--- src/logic/cursor_regs_consts.vh ---
`ifndef CURSOR_REGS_CONSTS_VH
`define CURSOR_REGS_CONSTS_VH

// Register indices; byte address is four times the index
`define IDX_PANEL_MODE 10'h070
`define IDX_PANEL_ROW_LOW 10'h074
`define IDX_PANEL_ROW_HIGH 10'h075
`define IDX_PANEL_BLUE0 10'h076
`define IDX_PANEL_GREEN0 10'h077
`define IDX_CRT_MODE 10'h080
`define IDX_CRT_ROW_LOW 10'h084
`define IDX_CRT_ROW_HIGH 10'h085
`define IDX_PANEL_ROW_SHOWN 10'h0f0
`define IDX_CRT_ROW_SHOWN 10'h0f1

// Field layout of the high row register
`define ROW_SIGN_BIT 7
`define ROW_MAG_HI_MSB 1
`define ROW_HIGH_MASK 8'h83

// Colour field widths and masks
`define BLUE_W 5
`define GREEN_W 6
`define BLUE_MASK 8'h1f
`define GREEN_MASK 8'h3f

// Overlay mode field
`define MODE_W 2
`define MODE_MASK 8'h03
`define MODE_INACTIVE 2'h0
`define MODE_CURSOR 2'h1
`define MODE_INK 2'h2
`define MODE_RESERVED 2'h3

// Cursor image edge in pixels
`define CURSOR_EDGE 7'h40

// Reset values
`define RESET_BYTE 8'h00
`define RESET_WORD 32'h00000000
`define RESET_MAG 10'h000
`define RESET_EDGE 7'h00
`define RESET_565 16'h0000

`endif

--- src/logic/cursor_position_color_regs.v ---
//
// What this block does
// - Row register pair per panel and CRT
// - Rows from -1023 to 1023 accepted
// - Sign-magnitude: ten-bit magnitude, sign flag
// - High byte: sign bit7, magnitude bits1-0
// - New position applied on high-byte write
// - Panel colour 0 blue, five bits
// - Panel colour 0 green, six bits
// - Colour 0 forms 5-6-5 value
// - Overlay mode select; cursor 64x64
`timescale 1ns/1ps
`default_nettype none
`include "cursor_regs_consts.vh"

module cursor_position_color_regs #(
	parameter ADDR_W = 12
) (
	input wire pclk,
	input wire presetn,
	input wire psel,
	input wire penable,
	input wire pwrite,
	input wire [ADDR_W-1:0] paddr,
	input wire [31:0] pwdata,
	output reg [31:0] prdata,
	output reg pready,
	output reg pslverr,
	output reg [1:0] panel_overlay_mode,
	output reg [1:0] crt_overlay_mode,
	output reg panel_cursor_on,
	output reg crt_cursor_on,
	output reg [6:0] cursor_edge,
	output reg panel_row_sign,
	output reg [9:0] panel_row_mag,
	output reg crt_row_sign,
	output reg [9:0] crt_row_mag,
	output reg [15:0] panel_color0_565
);

	// Word index match with aligned byte address
	function hit;
		input [ADDR_W-1:0] addr;
		input [9:0] idx;
		begin
			hit = (addr[1:0] == 2'b00) && (addr[ADDR_W-1:2] == idx[ADDR_W-3:0]);
		end
	endfunction

	// Readback byte of an applied row: sign, zero gap, top magnitude bits
	function [7:0] shown_byte;
		input sign;
		input [9:0] mag;
		begin
			shown_byte = {sign, 5'h00, mag[9:8]};
		end
	endfunction

	// APB phase qualifiers
	wire access = psel & penable & ~pready;
	wire wr_en = psel & penable & pready & pwrite;

	// Register selects, shared by read and write decode
	wire sel_panel_mode = hit(paddr, `IDX_PANEL_MODE);
	wire sel_crt_mode = hit(paddr, `IDX_CRT_MODE);
	wire sel_panel_row_low = hit(paddr, `IDX_PANEL_ROW_LOW);
	wire sel_panel_row_high = hit(paddr, `IDX_PANEL_ROW_HIGH);
	wire sel_crt_row_low = hit(paddr, `IDX_CRT_ROW_LOW);
	wire sel_crt_row_high = hit(paddr, `IDX_CRT_ROW_HIGH);
	wire sel_blue0 = hit(paddr, `IDX_PANEL_BLUE0);
	wire sel_green0 = hit(paddr, `IDX_PANEL_GREEN0);
	wire sel_panel_shown = hit(paddr, `IDX_PANEL_ROW_SHOWN);
	wire sel_crt_shown = hit(paddr, `IDX_CRT_ROW_SHOWN);

	// Write strobes, taken at the edge that sees pready high
	wire wr_blue0 = wr_en & sel_blue0;
	wire wr_green0 = wr_en & sel_green0;
	wire wr_panel_mode = wr_en & sel_panel_mode;
	wire wr_crt_mode = wr_en & sel_crt_mode;
	wire [1:0] wr_row_low = {2{wr_en}} & {sel_crt_row_low, sel_panel_row_low}; // Index 0 is panel
	wire [1:0] wr_row_high = {2{wr_en}} & {sel_crt_row_high, sel_panel_row_high};
	reg [7:0] blue0;
	reg [7:0] green0;
	reg [7:0] next_rdata;
	reg mapped;
	wire [7:0] row_low [0:1];
	wire [7:0] row_high [0:1];
	wire shown_sign [0:1];
	wire [9:0] shown_mag [0:1];

	// One row latch per display path
	genvar p;
	generate
		for (p = 0; p < 2; p = p + 1) begin : path
			cursor_row_latch u_row (
				.pclk(pclk),
				.presetn(presetn),
				.wr_low(wr_row_low[p]),
				.wr_high(wr_row_high[p]), // Only this one moves the shown row
				.wdata(pwdata[7:0]),
				.row_low(row_low[p]),
				.row_high(row_high[p]),
				.shown_sign(shown_sign[p]),
				.shown_mag(shown_mag[p])
			);
		end
	endgenerate

	// Read decode; unused bits come back zero
	always @* begin
		next_rdata = `RESET_BYTE;
		mapped = 1'b1;
		if (sel_panel_mode) begin
			next_rdata = {6'h00, panel_overlay_mode};
		end else if (sel_crt_mode) begin
			next_rdata = {6'h00, crt_overlay_mode};
		end else if (sel_panel_row_low) begin
			next_rdata = row_low[0];
		end else if (sel_panel_row_high) begin
			next_rdata = row_high[0];
		end else if (sel_crt_row_low) begin
			next_rdata = row_low[1];
		end else if (sel_crt_row_high) begin
			next_rdata = row_high[1];
		end else if (sel_blue0) begin
			next_rdata = blue0;
		end else if (sel_green0) begin
			next_rdata = green0;
		end else if (sel_panel_shown) begin
			next_rdata = shown_byte(shown_sign[0], shown_mag[0]);
		end else if (sel_crt_shown) begin
			next_rdata = shown_byte(shown_sign[1], shown_mag[1]);
		end else begin
			mapped = 1'b0;
		end
	end

	// APB answer: one wait state, then ready with or without error
	always @(posedge pclk or negedge presetn) begin
		if (!presetn) begin
			pready <= 1'b0;
			pslverr <= 1'b0;
		end else begin
			pready <= access;
			pslverr <= access & ~mapped;
		end
	end

	// Read data, held until the next read
	always @(posedge pclk or negedge presetn) begin
		if (!presetn) begin
			prdata <= `RESET_WORD;
		end else if (access && !pwrite) begin
			prdata <= {24'h000000, next_rdata};
		end
	end

	// Colour 0 components; unused bits are masked on write
	always @(posedge pclk or negedge presetn) begin
		if (!presetn) begin
			blue0 <= `RESET_BYTE;
			green0 <= `RESET_BYTE;
		end else begin
			if (wr_blue0) begin
				blue0 <= pwdata[7:0] & `BLUE_MASK;
			end
			if (wr_green0) begin
				green0 <= pwdata[7:0] & `GREEN_MASK;
			end
		end
	end

	// Overlay mode per display path
	always @(posedge pclk or negedge presetn) begin
		if (!presetn) begin
			panel_overlay_mode <= `MODE_INACTIVE;
			crt_overlay_mode <= `MODE_INACTIVE;
		end else begin
			if (wr_panel_mode) begin
				panel_overlay_mode <= pwdata[`MODE_W-1:0];
			end
			if (wr_crt_mode) begin
				crt_overlay_mode <= pwdata[`MODE_W-1:0];
			end
		end
	end

	// Mode flags and cursor size toward the display paths
	always @(posedge pclk or negedge presetn) begin
		if (!presetn) begin
			panel_cursor_on <= 1'b0;
			crt_cursor_on <= 1'b0;
			cursor_edge <= `RESET_EDGE;
		end else begin
			panel_cursor_on <= (panel_overlay_mode == `MODE_CURSOR);
			crt_cursor_on <= (crt_overlay_mode == `MODE_CURSOR);
			cursor_edge <= `CURSOR_EDGE;
		end
	end

	// Applied rows, one cycle behind the row latches
	always @(posedge pclk or negedge presetn) begin
		if (!presetn) begin
			panel_row_sign <= 1'b0;
			panel_row_mag <= `RESET_MAG;
			crt_row_sign <= 1'b0;
			crt_row_mag <= `RESET_MAG;
		end else begin
			panel_row_sign <= shown_sign[0];
			panel_row_mag <= shown_mag[0];
			crt_row_sign <= shown_sign[1];
			crt_row_mag <= shown_mag[1];
		end
	end

	// Colour 0 as a 5-6-5 word; red field lives elsewhere and stays zero
	always @(posedge pclk or negedge presetn) begin
		if (!presetn) begin
			panel_color0_565 <= `RESET_565;
		end else begin
			panel_color0_565 <= {5'h00, green0[`GREEN_W-1:0], blue0[`BLUE_W-1:0]};
		end
	end

endmodule // cursor_position_color_regs

`default_nettype wire

--- src/logic/cursor_row_latch.v ---
`timescale 1ns/1ps
`default_nettype none
`include "cursor_regs_consts.vh"

module cursor_row_latch (
	input wire pclk,
	input wire presetn,
	input wire wr_low,
	input wire wr_high,
	input wire [7:0] wdata,
	output reg [7:0] row_low,
	output reg [7:0] row_high,
	output reg shown_sign,
	output reg [9:0] shown_mag
);

	// Staged bytes, and the row the display actually uses
	always @(posedge pclk or negedge presetn) begin
		if (!presetn) begin
			row_low <= `RESET_BYTE;
			row_high <= `RESET_BYTE;
			shown_sign <= 1'b0;
			shown_mag <= `RESET_MAG;
		end else begin
			if (wr_low) begin
				row_low <= wdata; // Held, not shown yet
			end
			if (wr_high) begin
				row_high <= wdata & `ROW_HIGH_MASK; // Unused bits dropped
				shown_sign <= wdata[`ROW_SIGN_BIT]; // Sign flag
				shown_mag <= {wdata[`ROW_MAG_HI_MSB:0], row_low}; // Applied together
			end
		end
	end

endmodule // cursor_row_latch

`default_nettype wire

--- config.mk ---
export PLATFORM = sky130hd
export DESIGN_NAME = cursor_position_color_regs
export DESIGN_NICKNAME = d
export VERILOG_FILES = /design/src/logic/cursor_position_color_regs.v /design/src/logic/cursor_row_latch.v
export VERILOG_INCLUDE_DIRS = /design/src /design/src/logic
export SDC_FILE = /design/constraint.sdc
export NUM_CORES = 1
export LEC_CHECK = 0
export BUFFER_PORTS_ARGS = -buffer_cell sky130_fd_sc_hd__buf_4
export CAP_MARGIN = 15
export CORE_ASPECT_RATIO = 0.6
export CORE_UTILIZATION = 45
export DETAILED_ROUTE_END_ITERATION = 6
export GPL_ROUTABILITY_DRIVEN = 0
export PLACE_DENSITY = 0.8
export SETUP_SLACK_MARGIN = 0.05
export SYNTH_ARGS = -nofsm -noshare
export SYNTH_HDL_FRONTEND = slang
export SYNTH_SLANG_ARGS = --single-unit
export TNS_END_PERCENT = 1
--- constraint.sdc ---
create_clock -name pclk -period 1.85 [get_ports pclk]
set_input_delay 0.185 -clock pclk [delete_from_list [all_inputs] [get_ports pclk]]
set_output_delay 0.185 -clock pclk [all_outputs]
set_load 0.02 [all_outputs]
[Word-level counts from Yosys, hierarchy flattened]
Index checks and enable logic that the tools add are counted.
Word-level totals
  bits in read-only memories: 0
  bits in latches: 0
  logic and storage cells: 81
  bits in writable memories: 0
  bits of input ports: 49
  memories kept: 0
  register bits: 105
Operators by class
  equality and inequality tests: 12
  multiplexer cells: 20
  multipliers: 0
  reduce and logical (&&, ||, !) cells: 13
  $lt $le $gt $ge: 0
  add/subtract/negate cells: 0
  divide/modulo/power cells: 0
  bitwise logic cells: 13
  shifts and indexed selects: 0
Operators by type and width (count)
  $mux W8: 10
  $eq A10 B7 Y1 const B: 5
  $eq A10 B8 Y1 const B: 5
  $logic_and A1 B1 Y1: 11
  $mux W1: 10
  $and A1 B1 Y1: 9
  $and A2 B2 Y2: 2
  $eq A2 B1 Y1 const B: 2
  $logic_not A2 Y1: 1
  $not A1 Y1: 2
  $logic_not A1 Y1: 1

[Logic depth before layout (Yosys ltp)]
Gate-level depths: netlist (run 1).
  depth after elaboration: 14
  mapped depth: 7
  gate-level depth less buffers: 5

[Cells and area by module]
Synthesis (run 1) repeated with hierarchy kept, for this count alone.
Unflattened totals
  cell total of the unflattened synthesis: 380
  area total of the unflattened synthesis: 4564.4 sq um
Modules (own cells, without submodules)
  cursor_position_color_regs: instances 1, area an instance 2937.8 sq um, sequential area each 1526.5 sq um, cells each 282
  cursor_row_latch: instances 2, area an instance 813.3 sq um, sequential area each 475.5 sq um, cells each 49

[Worst setup path after synthesis (run 1)]
No wires, ideal clock.
  path kind: input -> register
  start: in paddr[1]
  end: reg green0[0]
  path buffers: 1
  data arrival time: 1734 ps
  cell stages on the path: 6
  data required time: 1725 ps
  path slack: -9 ps
  path through: or2_1 > or4_4 > nor3_4 > and2b_1 > buf_4 > mux2_2
Between the ends
  cells in the longest elaborated chain, start to end: 3
RTL lines
  from (decl): line cursor_position_color_regs.v:24  | input wire [ADDR_W-1:0] paddr,
  $logic_not A2 Y1: line cursor_position_color_regs.v:46  | hit = (addr[1:0] == 2'b00) && (addr[ADDR_W-1:2] == idx[ADDR_W-3:0]);
  $logic_and A1 B1 Y1: line cursor_position_color_regs.v:46
  $and A1 B1 Y1: line cursor_position_color_regs.v:77  | wire wr_green0 = wr_en & sel_green0;
  to (signal assigned): line cursor_position_color_regs.v:162  | green0 <= `RESET_BYTE;
  to (signal assigned): line cursor_position_color_regs.v:168  | green0 <= pwdata[7:0] & `GREEN_MASK;
  to (decl): line cursor_position_color_regs.v:83  | reg [7:0] green0;
No other way between the ends.
A chain may end at the register's enable or synchronous reset.

[Final worst setup path (run 1)]
  start: reg pready
  end: reg path[1].u_row.row_low[2]
Between the ends
  cells in the longest elaborated chain, start to end: 3
RTL lines
  from (decl): line cursor_position_color_regs.v:27  | output reg pready,
  from (signal assigned): line cursor_position_color_regs.v:144  | pready <= access;
  $and A1 B1 Y1 (2 in a row): line cursor_position_color_regs.v:61  | wire wr_en = psel & penable & pready & pwrite;
  $and A2 B2 Y2: line cursor_position_color_regs.v:80  | wire [1:0] wr_row_low = {2{wr_en}} & {sel_crt_row_low, sel_panel_row_low};
  to (signal assigned): line cursor_row_latch.v:20  | row_low <= `RESET_BYTE;
  to (signal assigned): line cursor_row_latch.v:26  | row_low <= wdata;
  to (decl): line cursor_row_latch.v:11  | output reg [7:0] row_low,
No other way between the ends.

==> metrics, run 1 <==
status completed; layout cells sized above 1 44.8%; worst ir drop on vdd 0.000612 V; Clock power frac 43.9%; combinational share of power 6.8%; I/O pin count 134; f_max 592 MHz; Crit Path Class reg -> reg; sequential area share after synthesis 60.0%; Die Width 126 um; clk_skew 5.83 ps; Worst path slowest cell dfrtp_1; Final Hold Vio Count 0; total track usage 20.4%; vias in the first global route 2696; Seq pwr share 49.3%; Setup WS post-layout 162 ps; most common cell after layout, fill and taps aside buf_4; Mapped Avg Cell Area 13.5 um^2; grt ovf 0; initial core utilization 47.4%; post-route ant nets 0; CTS tree built; placed cell areas 4860 um^2; Clk Tree Root Cell clkbuf_16; Leak Pwr 2.70 nW; worst skew pair latency 350 ps; Critical R2R Launch pready; Pre-antenna DRT Iters 5; routed vias/inst 5.26; WP data arrival 1920 ps; IO Port Bufs 74; Switching Share 22.3%; post-route DRC violation count 0; reg2reg path depth 5; setup violators final 0; WL final 8960 um; CP dominant cell by count buf_4; ys flop type dfrtp_1; WP buf/inv 2; max-cap viol count 0; Unique masters post-synth 47; CP Capture Type flip-flop; mapped cell area 4130 um^2; most frequent cells in the layout buf_4, dfrtp_1, mux2_2, conb_1, nand2_1; Post-CTS Setup Bufs 0; crit path max fanout 4; WP data required 2080 ps; first-pass GRT wire length 14600 um; Cells on Worst Hold Path 2; Worst Setup SP pready; FILL cells 693; pwr/cell area 857 nW/um^2; net switching power 0.993 mW; DRT iter0 DRCs 212; Rows 26; HP Class in -> reg; RSZ-0062 raised after global routing true; ys async rst share 100%; htree depth 3; Max Slew Vio Count 0; pre-CTS setup slack -138 ps; Core Box Area 8720 um^2; Worst-path clk slew 60 ps; hpwl dp 6670 um; Startpoint Class flip-flop; Syn Inst Count 307; maximum clock insertion buffer count 2; worst path cell trace buf_4 -> nand4_1 -> nor4_4 -> buf_4 -> mux2_2; Crit path max-delay family simple AND/OR/NAND/NOR gates; Die Y-Extent 76.2 um; critical hold path startpoint pwdata[6]; antenna cells 0; Seq cells post-synth 99; Post-Layout Inst Area 5190 um^2; critical path depth 5; Tmin final 1690 ps; fin nets 459; cell-internal power 3.46 mW; cts bufs inserted 9; Period Utilization, post-route 91.3%; Vias 2771; Clock Sinks 99; Wirelength per Cell 17.0 um; CP max stage delay 370 ps; largest net degree at the start of global routing 62; area growth from synthesis to layout 25.6%; EDFF count, synth 0; die area 9580 um^2; Yosys Warn Count 0; initial antenna violation count 0
==> synthesized netlist by cell type (all sizes together), types with 2 or more instances <==
| library cell | count | area share, % |
|---|---|---|
| nand2 | 18 | 1.8 |
| and2 | 4 | 0.61 |
| mux2 | 58 | 16 |
| a32oi | 2 | 0.42 |
| a21oi | 3 | 0.36 |
| a222oi | 4 | 0.97 |
| or2 | 3 | 0.45 |
| o21ai | 9 | 1.1 |
| nand3 | 6 | 0.73 |
| inv | 4 | 0.36 |
| nor2b | 3 | 0.45 |
| clkbuf | 2 | 0.18 |
| mux2i | 2 | 0.48 |
| o211ai | 3 | 0.55 |
| nor2 | 7 | 0.64 |
| a22oi | 2 | 0.36 |
| dfrtp | 99 | 60 |
| conb | 2 | 0.18 |
| buf | 42 | 7.4 |
| nor3 | 7 | 1.1 |
| nand2b | 3 | 0.45 |
| o31ai | 2 | 0.36 |
| nor4 | 4 | 1.3 |
| a221oi | 2 | 0.42 |
| or4 | 2 | 0.45 |
==> metrics by stage <==
step / utilization, % / power [mW] / hold slack (ps) / cells / TNS (ps)
after floorplan: - / 2.42 / -111 / 341 / 0
after global routing: 59.5 / 4.61 / 85.9 / 527 / 0
after global placement: 55.7 / 2.53 / 55.7 / 510 / -1310
after CTS: 59.5 / 4.49 / 80.4 / 527 / 0
final: 59.5 / 4.45 / 89.1 / 527 / 0
after detailed placement: 55.7 / 2.53 / 67.9 / 510 / -3880
==> cells by family after synthesis <==
| family | share of synthesized area (%) |
|---|---|
| buffers and inverters | 7.90 |
| AOI/OAI and AO/OA | 5.75 |
| other | 0.182 |
| muxes | 16.3 |
| DFF | 60.0 |
| and+or+nand+nor | 9.90 |
==> power by group through the flow <==
stage	Clock (mW)	Combinational, mW	Sequential (mW)
2_1_floorplan	0	0.174	2.25
3_3_place_gp	0	0.294	2.23
3_5_place_dp	0	0.301	2.23
4_1_cts	1.99	0.304	2.19
5_1_grt	2.08	0.332	2.19
6_report	1.95	0.303	2.19
==> flip-flops by register name, indices dropped and copies added, names as in the netlist, 2 cells and up <==
register,flops
panel_row_mag,10
crt_row_mag,10
crt_overlay_mode,2
panel_color0_565,11
green0,6
prdata,8
path.u_row.row_low,16
path.u_row.row_high,2
path.u_row.shown_mag,18
panel_overlay_mode,2
path.u_row.shown_sign,2
blue0,5
==> path summary, 6_finish.rpt <==
check,to,slack (ps)
min in group asynchronous,crt_row_mag[9],240
worst min register to register,panel_row_mag[6],370
worst max-delay path,path[1].u_row.row_low[2],160
worst min-delay path,path[1].u_row.row_low[6],90
max in group asynchronous,panel_row_mag[0],1030
worst max register to register,path[1].u_row.row_low[2],160
==> cell type report <==
type                    instances  area (um^2)  area share, %
inverters                       4         15.0          0.289
flip-flops and latches         99         2480           47.7
repair buffers                102          781           15.0
clock inverters                 7         91.3           1.76
clock buffers                   9          225           4.34
multi-input cells             194         1460           28.1
well taps                     112          140           2.70
==> timing repair <==
action | CTS | global route
hold buffers | 1 | 0
endpoints found under the setup margin | 0 | 15
resized for setup | 0 | 1
endpoints found under the hold margin | 16 | 0
==> worst reg2reg max path, stage by stage (launching register included) <==
cell	delay [ps]
dfrtp_1	370
buf_4	140
nand4_1	210
nor4_4	320
buf_4	200
mux2_2	330
==> metal layers <==
| layer | GRT usage, % | routed length [um] |
|---|---|---|
| met4 | 7.32 | 124 |
| met5 | 0 | 0 |
| met3 | 7.02 | 639 |
| met1 | 28.9 | 4210 |
| met2 | 28.9 | 3990 |
Power figures use the tool's default switching activity.
==> inputs of run 2 (changes only) <==
--- a/config.mk
+++ b/config.mk
@@ -11,7 +11,6 @@
 export CORE_ASPECT_RATIO = 0.6
 export CORE_UTILIZATION = 45
 export DETAILED_ROUTE_END_ITERATION = 6
-export GPL_ROUTABILITY_DRIVEN = 0
 export PLACE_DENSITY = 0.8
 export SETUP_SLACK_MARGIN = 0.05
 export SYNTH_ARGS = -nofsm -noshare
==> constraint.sdc (replaced) <==
create_clock -name pclk -period 2.17 [get_ports pclk]
set_input_delay 0.217 -clock pclk [delete_from_list [all_inputs] [get_ports pclk]]
set_output_delay 0.217 -clock pclk [all_outputs]
set_load 0.02 [all_outputs]
==> run 2 against run 1 <==
Effect of this change: clock skew is essentially flat; total power shrank 17%; fmax shrank 5.4%; via count shrank 3.3%; register-to-register slack gained 220 ps; die area is the same; critical path depth grew 1.
==> metrics, run 2 (synthesized netlist as in run 1, its figures left out) <==
status completed; RSZ-0062 raised after global routing false; most frequent cells in the layout dfrtp_1, buf_4, mux2_2, conb_1, nand2_1; Pre-antenna DRT Iters 5; largest net degree at the start of global routing 62; reg2reg path depth 6; total track usage 20.6%; CP dominant cell by count nand2_1; hpwl dp 6660 um; Leak Pwr 2.66 nW; WP data arrival 2000 ps; clk_skew 6.12 ps; Worst-path clk slew 60 ps; worst path cell trace nand2_1 -> nor2_1 -> nand2_1 -> nor3_1 -> buf_4 -> mux2_2; crit path max fanout 6; post-route DRC violation count 0; Final Total Pwr 3.70 mW; cts bufs inserted 9; htree depth 3; Die Y-Extent 76.2 um; Clk Tree Root Cell clkbuf_16; Worst path slowest cell dfrtp_1; routed vias/inst 5.14; CP Capture Type flip-flop; Worst Hold Endpoint green0[5]; initial antenna violation count 0; Rows 26; max reg flops 18; setup violators final 0; FILL cells 696; Max Slew Vio Count 0; Largest Register path.u_row.shown_mag; Wirelength per Cell 17.6 um; setup TNS 0 ps; CP max stage delay 430 ps; maximum clock insertion buffer count 2; I/O pin count 134; Die Width 126 um; Post-CTS Setup Bufs 0; Worst-Margin Slew 765 ps; Critical R2R Launch pready; Tmin final 1790 ps; Core Box Area 8720 um^2; Final Hold Vio Count 0; Largest regs path.u_row.shown_mag (18), path.u_row.row_low (16), panel_color0_565 (11); IO Port Bufs 74; gpl congestion 0.934; most common cell after layout, fill and taps aside dfrtp_1; Cells on Worst Hold Path 2; worst skew pair latency 340 ps; Period Utilization, post-route 82.3%; WP data required 2390 ps; max-cap viol count 0; post-cts resize count 0; reg2reg end path[1].u_row.shown_mag[1]; Crit Path Class reg -> reg; DRT iter0 DRCs 252; worst ir drop on vdd 0.000478 V; Vias 2679; Startpoint Class flip-flop; f_max 560 MHz; layout cells sized above 1 43.5%; vias in the first global route 2695; post-route ant nets 0; Clock Sinks 99; CTS tree built; Slew HR 49.0%; initial core utilization 47.4%; pwr/cell area 721 nW/um^2; flop2flop setup slack 380 ps; area growth from synthesis to layout 24.0%; HP Class in -> reg; fin nets 454; antenna cells 0; grt ovf 0; first-pass GRT wire length 14900 um; die area 9580 um^2; critical hold path startpoint pwdata[5]; WL final 9150 um
[run 2: layer usage]
metal	vias up	part of all wire (%)	GRT usage, %
met5	-	0	0
met4	0	0.94	4.76
met3	12	8.0	6.32
met2	114	43	28.8
met1	1333	48	31.0
li1	1220	-	-
[run 2: metrics by stage]
step                      setup WS [ps]  hold WS [ps]  utilization [%]  instances  cell area, um^2
after floorplan                     279         -78.6                -        341             4260
after global placement              117           320             55.3        505             4820
after detailed placement           78.4           329             55.3        505             4820
after CTS                           403           117             58.8        521             5120
after global routing                270           128             58.8        521             5120
final                               385           130             58.8        521             5120
[run 2: what timing repair did]
| action | in CTS | in global routing |
|---|---|---|
| hold buffers | 1 | 0 |
| setup endpoints to repair | 0 | 0 |
| endpoints found under the hold margin | 57 | 0 |
[run 2: worst max path at each step]
stage | from | endpoint
detailed placement | paddr[1] | green0[4]
floorplan | paddr[1] | green0[0]
global route | pready | path[1].u_row.shown_mag[1]
finish | pready | path[1].u_row.shown_mag[1]
CTS | pready | path[1].u_row.shown_mag[1]
global placement | paddr[1] | green0[4]
[run 2: critical path: cells and delay by family (launching register included)]
family	cells	cell delay, ps
buffers and inverters	1	240
flip-flops	1	430
multiplexers	1	350
AND/OR/NAND/NOR	4	640
[run 2: area by class of cell]
| class | count | area [um^2] | area share [%] |
|---|---|---|---|
| inverter | 4 | 15.0 | 0.293 |
| multi-input combinational | 194 | 1460 | 28.4 |
| clock inverter | 4 | 51.3 | 1.00 |
| clock buffer | 11 | 243 | 4.74 |
| tap | 112 | 140 | 2.73 |
| sequential | 99 | 2480 | 48.3 |
| timing repair buffer | 97 | 743 | 14.5 |
[run 2: where the power goes]
part	switching, mW	total (mW)	leakage (nW)	internal (mW)
logic	0.178	0.256	1.14	0.0788
registers	0.00953	1.87	1.37	1.86
clock network	0.654	1.57	0.142	0.918
==> inputs of run 3 (changes only) <==
==> constraint.sdc (replaced) <==
create_clock -name pclk -period 1.7 [get_ports pclk]
set_input_delay 0.17 -clock pclk [delete_from_list [all_inputs] [get_ports pclk]]
set_output_delay 0.17 -clock pclk [all_outputs]
set_load 0.02 [all_outputs]
==> run 3 against run 2 <==
Effect of this change: global-route usage rose by 0.40 points; die area stayed put; clock skew rose by 1.0 ps; sequential cell count unchanged; clock power grew 20%; critical endpoint is now path[0].u_row.shown_mag[4]; first-iteration DRC count shrank 28%; cell area grew 1.2%.
==> metrics, run 3 (synthesized netlist as in run 1, its figures left out) <==
RSZ-0062 raised after global routing true; setup TNS 0 ps; FILL cells 725; cts bufs inserted 9; grt ovf 0; Die Width 126 um; HP Class in -> reg; placed cell areas 4880 um^2; hpwl dp 7110 um; final hold slack 76.3 ps; Die Y-Extent 76.2 um; utilization after layout 59.5%; worst skew pair latency 340 ps; Worst Hold Endpoint path[1].u_row.row_low[6]; htree depth 3; max-cap viol count 0; Wirelength per Cell 17.8 um; total track usage 21.0%; Largest Register path.u_row.shown_mag; gpl congestion 0.910; Core Box Area 8720 um^2; Leak Pwr 2.69 nW; Final Hold Vio Count 0; initial core utilization 47.4%; Post-Layout Inst Area 5180 um^2; initial antenna violation count 0; Critical R2R Launch pready; Startpoint Class flip-flop; fin nets 462; first-pass GRT wire length 15000 um; antenna cells 0; pwr/cell area 890 nW/um^2; Final Total Pwr 4.61 mW; I/O pin count 134; Largest regs path.u_row.shown_mag (18), path.u_row.row_low (16), panel_color0_565 (11); flop2flop setup slack 90 ps; WP data arrival 1840 ps; reg2reg path depth 6; IO Port Bufs 74; f_max 620 MHz; Clock Sinks 99; layout cells sized above 1 45.5%; DRT iter0 DRCs 182; CP Capture Type flip-flop; die area 9580 um^2; clk_skew 7.16 ps; Crit Path Class reg -> reg; largest net degree at the start of global routing 38; Period Utilization, post-route 94.8%; critical hold path startpoint pwdata[6]; max reg flops 18; Vias 2727; WP data required 1930 ps; maximum clock insertion buffer count 2; most frequent cells in the layout buf_4, dfrtp_1, mux2_2, conb_1, nand2_1; Pre-antenna DRT Iters 6; Tmin final 1610 ps; Cells on Worst Hold Path 2; setup violators final 0; Max Slew Vio Count 0; Worst-path clk slew 60 ps; Rows 26; post-route DRC violation count 0; status completed; routed vias/inst 5.15; worst ir drop on vdd 0.000502 V; most common cell after layout, fill and taps aside buf_4; CTS tree built; vias in the first global route 2829; post-route ant nets 0; area growth from synthesis to layout 25.5%; WL final 9420 um; reg2reg end path[0].u_row.shown_mag[4]; Clk Tree Root Cell clkbuf_16; crit path max fanout 9
## run 3: where the power goes
| group | leakage (nW) | total (mW) | switching, mW | internal [mW] |
|---|---|---|---|---|
| sequential | 1.37 | 2.38 | 0.0114 | 2.37 |
| combinational | 1.18 | 0.342 | 0.233 | 0.109 |
| clock | 0.139 | 1.89 | 0.855 | 1.03 |
## run 3: layout make-up
class | instances | area (um^2) | share of cell area, %
timing repair buffer | 105 | 807 | 15.6
tap | 112 | 140 | 2.70
clock inverter | 6 | 40.0 | 0.772
multi-input combinational | 194 | 1470 | 28.3
clock buffer | 10 | 239 | 4.61
inverter | 4 | 15.0 | 0.290
sequential | 99 | 2480 | 47.8
## run 3: stage by stage
step	std cells	worst slack [ps]
2_1_floorplan	341	-89.8
3_3_place_gp	513	-263
3_5_place_dp	513	-398
4_1_cts	530	64.3
5_1_grt	530	5.24
6_report	530	87.8
## run 3: per-layer routing
layer | track usage, % | up-vias | share of wire, %
met5 | 0 | - | 0
met4 | 6.59 | 0 | 0.94
met3 | 5.48 | 9 | 6.8
met2 | 30.5 | 105 | 44
met1 | 30.7 | 1377 | 48
li1 | - | 1236 | -
## run 3: worst max-delay path by stage
stage,slack (ps),from,cells after the start,to
global placement,-260,paddr[3],7,path[0].u_row.shown_mag[3]
CTS,60,pready,6,path[0].u_row.shown_mag[4]
global route,5,pready,6,path[0].u_row.shown_sign
detailed placement,-400,paddr[3],7,path[0].u_row.shown_mag[4]
finish,90,pready,6,path[0].u_row.shown_mag[4]
floorplan,-90,paddr[1],6,green0[0]
## run 3: timing repair
action	in CTS	in global routing
hold buffers	1	0
setup buffers	0	0
setup endpoints to repair	9	36
hold endpoints to repair	28	0
resized for setup	1	2
## run 3: worst max-delay path: stages (launching register included)
cell	delay, ps
dfrtp_1	380
nand2_1	70
nor2_1	120
nand2_1	120
nor3_2	260
buf_6	210
mux2_2	350
